**src/ecd_regs.vh**
```
// Register indices, codes and timing constants for the external sample clock divider.
// How it works
// - Divided-external mode divides the external clock input.
// - Divisor even, step two, at most 8190.
// - Band codes: 64 slow, 128 fast.
// - Band boundary follows active channels per module.
// - Slow band tolerates gaps, resumes on edges.
// - External or divided clock reaches converters resampled on pclk, not directly.
// - Termination on only while connector is input.
`ifndef ECD_REGS_VH
`define ECD_REGS_VH
`define ECD_AW 20
`define ECD_IDX_CLOCK_MODE 20'd20200
`define ECD_IDX_CLOCK_DIV 20'd20040
`define ECD_IDX_EXT_BAND 20'd20130
`define ECD_IDX_TERM 20'd20120
`define ECD_IDX_CHAN_MASK 20'd20300
`define ECD_IDX_STATUS 20'd20310
`define ECD_MODE_DIVIDED 32'h0000_0010
`define ECD_MODE_DIRECT 32'h0000_0020
`define ECD_BAND_SLOW 32'h0000_0040
`define ECD_BAND_FAST 32'h0000_0080
`define ECD_DIV_MAX 32'h0000_1ffe
`define ECD_DIV_MIN 32'h0000_0002
`define ECD_RST_MODE 32'h0000_0000
`define ECD_RST_DIV 32'h0000_0002
`define ECD_RST_BAND 32'h0000_0040
`define ECD_RST_MASK 8'h01
`define ECD_PCLK_KHZ 250000
`define ECD_EDGE_KHZ_1 50000
`define ECD_EDGE_KHZ_2 25000
`define ECD_EDGE_KHZ_4 12500
`define ECD_EDGE_KHZ_8 6000
// Boundary periods in pclk cycles; ECD_PER_8 is rounded down from 41.67, so a clock at that boundary rate can count as slow.
`define ECD_PER_1 16'h0005
`define ECD_PER_2 16'h000a
`define ECD_PER_4 16'h0014
`define ECD_PER_8 16'h0029
`define ECD_GAP_CYCLES 16'h1000
`define ECD_ST_PRESENT 16
`define ECD_ST_FAST_EXP 17
`define ECD_ST_MISMATCH 18
`define ECD_ST_GAP_FAST 19
`endif

```
**src/ecd_edge_divider.v**
```verilog
// Synchroniser and edge-counting divider that forms the converter sample clock.
`timescale 1ns/100ps
module ecd_edge_divider
(
  input wire pclk,
  input wire presetn,
  input wire ext_clk_in,
  input wire divided_mode,
  input wire direct_mode,
  input wire [11:0] half_div,
  output reg sample_clk_reg,
  output reg sample_edge_reg
);
  reg sync1_reg;
  reg sync2_reg;
  reg prev_reg;
  reg [11:0] cnt_reg;
  wire rise;

  assign rise = sync2_reg & ~prev_reg;

  always @(posedge pclk or negedge presetn)
  begin
    if (!presetn)
    begin
      sync1_reg <= 1'b0;
      sync2_reg <= 1'b0;
      prev_reg <= 1'b0;
      cnt_reg <= 12'h000;
      sample_clk_reg <= 1'b0;
      sample_edge_reg <= 1'b0;
    end
    else
    begin
      sync1_reg <= ext_clk_in;
      sync2_reg <= sync1_reg;
      prev_reg <= sync2_reg;
      sample_edge_reg <= 1'b0;
      if (direct_mode)
      begin
        // The input level is passed on with no regeneration stage.
        sample_clk_reg <= sync2_reg;
        sample_edge_reg <= rise;
        cnt_reg <= 12'h000;
      end
      else if (divided_mode)
      begin
        // Only input edges advance the count, so a gap simply pauses the output.
        if (rise)
        begin
          if (cnt_reg >= half_div - 12'h001)
          begin
            cnt_reg <= 12'h000;
            sample_clk_reg <= ~sample_clk_reg;
            sample_edge_reg <= ~sample_clk_reg;
          end
          else
          begin
            cnt_reg <= cnt_reg + 12'h001;
          end
        end
      end
      else
      begin
        cnt_reg <= 12'h000;
        sample_clk_reg <= 1'b0;
      end
    end
  end
endmodule // ecd_edge_divider

```
**src/ecd_clock_ctrl.v**
```verilog
// APB register file and external sample clock control top.
`timescale 1ns/100ps
`include "ecd_regs.vh"
module ecd_clock_ctrl
(
  input wire pclk,
  input wire presetn,
  input wire psel,
  input wire penable,
  input wire pwrite,
  input wire [`ECD_AW-1:0] paddr,
  input wire [31:0] pwdata,
  output reg [31:0] prdata,
  output reg pready,
  output reg pslverr,
  input wire ext_clk_in,
  output reg sample_clk_out,
  output reg clock_term_en
);
  reg [31:0] mode_reg;
  reg [31:0] div_reg;
  reg [31:0] band_reg;
  reg term_reg;
  reg [7:0] chan_mask_reg;
  reg [15:0] period_cnt_reg;
  reg [15:0] period_reg;
  reg present_reg;
  reg gap_fast_reg;
  reg [3:0] ones;
  reg [15:0] limit;
  reg [31:0] rd_next;
  reg hit_next;
  wire div_clk;
  wire div_edge;
  wire divided_mode;
  wire direct_mode;
  wire fast_exp;
  wire mismatch;
  wire setup_ph;
  wire wr_acc;
  wire div_ok;
  wire band_ok;
  wire [31:0] status;
  integer i;

  assign divided_mode = (mode_reg == `ECD_MODE_DIVIDED);
  assign direct_mode = (mode_reg == `ECD_MODE_DIRECT);
  assign setup_ph = psel & ~penable;
  assign wr_acc = psel & penable & pwrite;
  // Odd, zero and over-range values never reach the divider.
  assign div_ok = ~pwdata[0] && (pwdata >= `ECD_DIV_MIN) && (pwdata <= `ECD_DIV_MAX);
  assign band_ok = (pwdata == `ECD_BAND_SLOW) || (pwdata == `ECD_BAND_FAST);

  ecd_edge_divider u_div
  (
    .pclk(pclk),
    .presetn(presetn),
    .ext_clk_in(ext_clk_in),
    .divided_mode(divided_mode),
    .direct_mode(direct_mode),
    .half_div(div_reg[12:1]),
    .sample_clk_reg(div_clk),
    .sample_edge_reg(div_edge)
  );

  // Boundary period in pclk cycles for the active channel count.
  always @*
  begin
    ones = 4'h0;
    for (i = 0; i < 8; i = i + 1)
      ones = ones + {3'h0, chan_mask_reg[i]};
    if (ones <= 4'h1)
      limit = `ECD_PER_1;
    else if (ones == 4'h2)
      limit = `ECD_PER_2;
    else if (ones <= 4'h4)
      limit = `ECD_PER_4;
    else
      limit = `ECD_PER_8;
  end

  // The band is judged at the divider output, as software is told to set it.
  assign fast_exp = present_reg && (period_reg <= limit);
  assign mismatch = present_reg && ((band_reg == `ECD_BAND_FAST) != fast_exp);
  assign status = {12'h000, gap_fast_reg, mismatch, fast_exp, present_reg, period_reg};

  always @*
  begin
    hit_next = 1'b1;
    rd_next = 32'h0000_0000;
    case (paddr)
      `ECD_IDX_CLOCK_MODE * 20'd4: rd_next = mode_reg;
      `ECD_IDX_CLOCK_DIV * 20'd4: rd_next = div_reg;
      `ECD_IDX_EXT_BAND * 20'd4: rd_next = band_reg;
      `ECD_IDX_TERM * 20'd4: rd_next = {31'h0000_0000, term_reg};
      `ECD_IDX_CHAN_MASK * 20'd4: rd_next = {24'h00_0000, chan_mask_reg};
      `ECD_IDX_STATUS * 20'd4: rd_next = status;
      default: hit_next = 1'b0;
    endcase
  end

  always @(posedge pclk or negedge presetn)
  begin
    if (!presetn)
    begin
      prdata <= 32'h0000_0000;
      pready <= 1'b0;
      pslverr <= 1'b0;
      mode_reg <= `ECD_RST_MODE;
      div_reg <= `ECD_RST_DIV;
      band_reg <= `ECD_RST_BAND;
      term_reg <= 1'b0;
      chan_mask_reg <= `ECD_RST_MASK;
    end
    else
    begin
      // Decoding in the setup cycle lets every access finish with no wait state.
      pready <= 1'b1;
      if (setup_ph)
      begin
        prdata <= pwrite ? 32'h0000_0000 : rd_next;
        pslverr <= ~hit_next;
      end
      if (wr_acc && hit_next)
      begin
        case (paddr)
          `ECD_IDX_CLOCK_MODE * 20'd4: mode_reg <= pwdata;
          `ECD_IDX_CLOCK_DIV * 20'd4: if (div_ok) div_reg <= pwdata;
          `ECD_IDX_EXT_BAND * 20'd4: if (band_ok) band_reg <= pwdata;
          `ECD_IDX_TERM * 20'd4: term_reg <= pwdata[0];
          `ECD_IDX_CHAN_MASK * 20'd4: chan_mask_reg <= pwdata[7:0];
          default: term_reg <= term_reg;
        endcase
      end
    end
  end

  // Divider output period measurement and gap watch.
  always @(posedge pclk or negedge presetn)
  begin
    if (!presetn)
    begin
      period_cnt_reg <= 16'h0000;
      period_reg <= 16'hffff;
      present_reg <= 1'b0;
      gap_fast_reg <= 1'b0;
      sample_clk_out <= 1'b0;
      clock_term_en <= 1'b0;
    end
    else
    begin
      sample_clk_out <= div_clk;
      // Termination only makes sense while the connector takes a clock in.
      clock_term_en <= term_reg & (divided_mode | direct_mode);
      if (div_edge)
      begin
        // Saturate so that a very long gap never reads back as a short period.
        period_reg <= (period_cnt_reg == 16'hffff) ? 16'hffff : period_cnt_reg + 16'h0001;
        period_cnt_reg <= 16'h0000;
        present_reg <= 1'b1;
      end
      else
      begin
        if (period_cnt_reg != 16'hffff)
          period_cnt_reg <= period_cnt_reg + 16'h0001;
        if (period_cnt_reg == `ECD_GAP_CYCLES)
        begin
          present_reg <= 1'b0;
          // A gap is legal in the slow band but is recorded for the fast one.
          if (band_reg == `ECD_BAND_FAST)
            gap_fast_reg <= 1'b1;
        end
      end
      if (wr_acc && paddr == `ECD_IDX_STATUS * 20'd4 && pwdata[`ECD_ST_GAP_FAST] && !(div_edge == 1'b0 &&
          period_cnt_reg == `ECD_GAP_CYCLES && band_reg == `ECD_BAND_FAST))
        gap_fast_reg <= 1'b0;
    end
  end
endmodule // ecd_clock_ctrl

```
**config.mk**
```make
export PLATFORM = sky130hd
export DESIGN_NAME = ecd_clock_ctrl
export DESIGN_NICKNAME = d
export VERILOG_FILES = /design/src/ecd_edge_divider.v /design/src/ecd_clock_ctrl.v
export VERILOG_INCLUDE_DIRS = /design/src
export SDC_FILE = /design/constraint.sdc
export NUM_CORES = 1
export LEC_CHECK = 0
export ABC_AREA = 0
export BUFFER_PORTS_ARGS = -buffer_cell sky130_fd_sc_hd__buf_2
export CORE_MARGIN = 8
export CORE_UTILIZATION = 45
export DETAILED_ROUTE_END_ITERATION = 10
export GPL_TIMING_DRIVEN = 0
export SLEW_MARGIN = 20
export SYNTH_ARGS = -nofsm -noshare
export SYNTH_HDL_FRONTEND = slang
export SYNTH_SLANG_ARGS = --single-unit
```
**constraint.sdc**
```tcl
create_clock -name pclk -period 11.14 [get_ports pclk]
set_clock_uncertainty 0.2 [all_clocks]
set_input_delay 1.114 -clock pclk [delete_from_list [all_inputs] [get_ports pclk]]
set_output_delay 1.114 -clock pclk [all_outputs]
set_load 0.1 [all_outputs]
```
Word level (Yosys, flattened, before mapping)
Cells that the tools add are included.
- bits in registers: 192
- input bits: 58
- add/sub/neg operators: 10
- order comparisons: 6
- equal/unequal tests: 19
- multiplexer cells: 27
- bitwise operators: 12
- reduce and logical (&&, ||, !) cells: 24
- operators by type and width (cell ; count):
    32-bit one-hot mux with 6 select lines ; 1
    20-bit by 17-bit == test with 1-bit output, second input constant ; 6
    32-bit by 8-bit == test with 1-bit output, second input constant ; 2
    16-bit two-way mux ; 4
    12-bit two-way mux ; 4
    32-bit by 5-bit == test with 1-bit output, second input constant ; 1
    32-bit by 6-bit == test with 1-bit output, second input constant ; 1
    32-bit by 7-bit == test with 1-bit output, second input constant ; 1
    32-bit by 2-bit >= comparator with 1-bit output, second input constant ; 1
    32-bit by 13-bit less-or-equal comparator with 1-bit output, second input constant ; 1
    32-bit two-way mux ; 1
    16-bit by 1-bit adder with 16-bit output, second input constant ; 1
    4-bit by 1-bit adder with 4-bit output ; 4
    16-bit by 13-bit == test with 1-bit output, second input constant ; 1
    16-bit == test, second input constant ; 1
    16-bit less-or-equal comparator ; 1
    16-bit != test, second input constant ; 1
    1-bit two-way mux ; 15
    12-bit by 1-bit adder with 12-bit output, second input constant ; 1
    12-bit >= comparator ; 1
    6-bit two-way mux ; 2
    12-bit by 1-bit subtractor with 12-bit output, second input constant ; 1
    1-bit logical AND ; 10
    3-bit AND reduction ; 3
    17 further kinds ; 33

Longest topological paths before layout
- depth after elaboration: 17
- depth in mapped cells: 19

Cells and area by module
Synthesis repeated with hierarchy kept, for this count alone.
- cell total of the unflattened synthesis: 841
- area total of the unflattened synthesis: 9218.8 µm²
- by module, submodules not included (module ; instances ; cells an instance ; area an instance (µm²) ; seq. area each (µm²)):
    ecd_clock_ctrl ; 1 ; 703 ; 7963.9 ; 4403.0
    ecd_edge_divider ; 1 ; 138 ; 1255.0 ; 425.4

Worst setup path after synthesis
Ideal clock, no wire load.
- path type: reg-to-reg
- start point: reg chan_mask_reg[0]
- end point: reg prdata[17]
- library setup time: 69 ps
- arrival: 4336 ps
- required time: 10871 ps
- setup slack: 6535 ps
- cell stages (with the launch flop): 20
- path buffers: 0
- clock period less this slack: 4605 ps
- path through: dfstp_2 fa_1 inv_1 fa_1 fa_1 inv_1 ha_1 fa_1 nor2_1 nor2_1 a21oi_1 and2_1 inv_1 ha_1 nand4_1 nor2_1 o2111ai_1 or2_2 o2111ai_1 a22o_1
- word-level cells in the longest chain between the ends: 15
- ends and longest elaborated chain (what ; RTL line ; source):
    start: declaration ; ecd_clock_ctrl.v:24 ; reg [7:0] chan_mask_reg;
    start signal: assignment ; ecd_clock_ctrl.v:113 ; chan_mask_reg <= `ECD_RST_MASK;
    start signal: assignment ; ecd_clock_ctrl.v:131 ; `ECD_IDX_CHAN_MASK * 20'd4: chan_mask_reg <= pwdata[7:0];
    1-bit by 1-bit adder with 2-bit output * ; ecd_clock_ctrl.v:71 ; ones = ones + {3'h0, chan_mask_reg[i]};
    2-bit by 1-bit adder with 3-bit output * ; ecd_clock_ctrl.v:71 ;
    3-bit by 1-bit adder with 4-bit output * ; ecd_clock_ctrl.v:71 ;
    4-bit by 1-bit adder with 4-bit output * (4 in a row) ; ecd_clock_ctrl.v:71 ;
    4-bit by 3-bit less-or-equal comparator with 1-bit output ; ecd_clock_ctrl.v:76 ; else if (ones <= 4'h4)
    6-bit two-way mux ; ecd_clock_ctrl.v:76 ;
    6-bit two-way mux ; ecd_clock_ctrl.v:74 ; else if (ones == 4'h2)
    16-bit two-way mux * ; ecd_clock_ctrl.v:72 ; if (ones <= 4'h1)
    16-bit less-or-equal comparator * ; ecd_clock_ctrl.v:83 ; assign fast_exp = present_reg && (period_reg <= limit);
    1-bit logical AND * ; ecd_clock_ctrl.v:83 ;
    32-bit one-hot mux with 6 select lines * ; ecd_clock_ctrl.v:91 ; case (paddr)
    32-bit two-way mux * ; ecd_clock_ctrl.v:121 ; prdata <= pwrite ? 32'h0000_0000 : rd_next;
    end signal: assignment ; ecd_clock_ctrl.v:121 ;
    end: declaration ; ecd_clock_ctrl.v:13 ; output reg [31:0] prdata,
Every way passes the cells marked *; elsewhere a longest branch is shown, timed or not.
A chain may end at the register's enable or synchronous reset.

Worst setup path after layout
Ends and elaborated chain as after synthesis.

==> reports/metrics.yaml <==
floorplan:
  core_area_um2: 20300
  ios: 94
  die_x_um: 160
  initial_core_util: 0.459
  num_rows: 52
  chipHeight_um: 160
  die_area_um2: 25600
place:
  gp_congestion: 0.852
  port_buffers: 93
  dpl.hpwl_mm: 19.2
  placed_cell_area_um2: 10200
power:
  leakage_nw: 5.21
  power_density_nw_per_um2: 129
  peakVddDrop_uv: 92.0
routing:
  drt_first_pass_iters: 8
  drc_errors: 0
  finalWirelength_mm: 25.2
  routed_via_density: 5.72
  route.vias.total: 7175
  wire_per_inst_um: 20.1
  drtIter0Drc: 528
  ant_nets: 0
timing:
  hold_viol: 0
  worst_pin_slew_ps: 952
  slew_viol_final: 0
  rsz0062_at_grt: "false"
  setup_tns_ps: 0
  finalCriticalPeriod_ps: 5220
  fin_crit_sh: 0.468
  slew_headroom: 0.361
  finalSetupViolCount: 0
  fmax_mhz: 192
cells_and_area:
  antenna_cells: 0
  final_area_um2: 10800
  final_common_cell: "dfrtp_1"
  nets: 1059
  multi_input_area_um2: 4190
  mostFrequentLayoutCells: "173 x dfrtp_1, 104 x buf_2, 60 x nor2_1"
  areaGrowthSynthToFinish_pct: 15.9
  fillers: 1849
  layout-drive-gt1-share: 0.230
  final_util: 0.532
  regArea_um2: 4830
synthesis:
  ys_types: 59
  syn_nets: 945
  yosysTopAreaCellShare: 0.465
  yosys_warnings: 0
  async_flop_share: 1.00
  synthFlopType: "dfrtp_1"
  synth_area_leaders: "dfrtp_1 46%, mux2_2 6.0%, dfstp_2 5.4%"
  synth_top_area_cell: "dfrtp_1"
  synth_area_um2: 9310
  syn_inst: 858
  synth_edf_count: 0
  synth-seq-cells: 192
  syn_avg_cell_area_um2: 10.9
  ys_seq_area_frac: 0.519
critical_path:
  worstSetupEndpointType: "flop"
  cpPeakStageDelay_ps: 590
  slowest_stage: "dfstp_2"
  cp_data_required_time_ps: 11320
  crit_arrival_ps: 5390
  start_kind: "flop"
  crit_chain: "fa_1, inv_1, fa_1, fa_1, inv_1, ha_1, fa_1, o311ai_0, o21ai_0, nand2b_1, ha_1, nand2_1, nor2_1, o2111ai_1, or2_2, o2111ai_1, a22o_1"
  cp_common_cell: "fa_1"
  crit_type: "reg -> reg"
  cp_max_fo: 5
global_route:
  grt_usage: 0.202
  grt_pass1_vias: 7103
  grt_pass1_wl_mm: 40.9
  grt_max_degree: 79
  overflow: 0
  grt_antenna_before_repair: 0
flow_run:
  maxCapViolCount: 0
clock_network:
  post-cts-setup-buffer-count: 0
  cts.sinks: 192
  cts_tree: "done"
  h-tree-depth: 4
  cts_resized: 0
  postCtsHoldBufs: 0
  numCtsBuffers: 17
  cts_root_buf: "clkbuf_16"
  clk_pin_slew_ps: 70
  clk_latency_ps: 440
  clk_path_buf_depth: 2
run_status:
  status: "finished clean"
worst_hold_path:
  hp-class: "reg -> reg"
==> final timing paths <==
check / from / end / slack, ps / cells past startpoint
max: chan_mask_reg[0] / prdata[17] / 5920 / 17
max in group asynchronous: presetn / period_reg[10] / 9630 / 2
min: u_div.sync1_reg / u_div.sync2_reg / 180 / 0
max reg2reg: chan_mask_reg[0] / prdata[17] / 5920 / 17
min reg2reg: u_div.sync1_reg / u_div.sync2_reg / 180 / 0
min in group asynchronous: presetn / u_div.cnt_reg[9] / 360 / 1
==> cells in the mapped netlist (5+ instances only) <==
library cell  number
and3_1            16
a22oi_1            9
mux2i_1            5
xnor2_1           17
a222oi_1          29
nor3_1            14
nand2b_1           7
dfrtp_1          173
a21oi_1           28
nand4_1           12
and4_1             6
mux2_2            50
o21ai_0           47
a221o_1            7
dfstp_2           19
nor2b_1           56
buf_2             12
ha_1              25
or2_2              7
nor2_1            60
nand2_1           59
nor4_1            31
inv_1             24
a21boi_0          10
a22o_1            10
nand3_1           26
clkbuf_1          27
xor2_1             6
nor4b_1            6
==> layer usage <==
| metal | wire, um | global-route usage | vias to the layer above |
|---|---|---|---|
| met5 | 0 | 0 | - |
| met4 | 450 | 0.0573 | 0 |
| met3 | 1590 | 0.0501 | 24 |
| met2 | 11200 | 0.297 | 222 |
| met1 | 12000 | 0.288 | 3545 |
| li1 | - | - | 3384 |
==> final cells by class <==
| cell class | count | share of cell area |
|---|---|---|
| Buffer | 43 | 0.0188 |
| Clock buffer | 17 | 0.0394 |
| Clock inverter | 15 | 0.0176 |
| Inverter | 24 | 0.00834 |
| Multi-Input combinational cell | 599 | 0.388 |
| Sequential cell | 192 | 0.447 |
| Tap cell | 270 | 0.0313 |
| Timing Repair Buffer | 95 | 0.0491 |
==> stage by stage <==
step,power (mW),setup WS [ps],hold slack [ps],std cells
final,1.40,5920,179,1255
after global routing,1.45,5590,182,1255
after CTS,1.41,5970,186,1255
after detailed placement,0.768,6000,169,1223
after global placement,0.765,5490,137,1221
after floorplan,0.729,6530,131,858
==> cell families after synthesis <==
family | share of synthesized area
AO/OA/AOI/OAI | 0.121
XOR/XNOR | 0.0216
adder cells (fa/ha/maj) | 0.0422
buffers and inverters | 0.0314
flip-flops | 0.519
multiplexers | 0.0671
other | 0.000403
AND/OR/NAND/NOR | 0.198
==> report_power, final <==
part | internal [mW] | leakage [nW] | switching (mW)
clock network | 0.344 | 0.305 | 0.298
logic | 0.0149 | 2.35 | 0.0395
registers | 0.698 | 2.56 | 0.000953
==> worst max-delay path, delay by kind of cell (launching register included) <==
family                     cells  cell delay, ps
and+or+nand+nor                4             690
DFF                            1             590
buffers and inverters          2             130
AOI/OAI and AO/OA              5            1220
adders and majority gates      6            2320
Note: power is estimated with default switching activity, not from simulation.
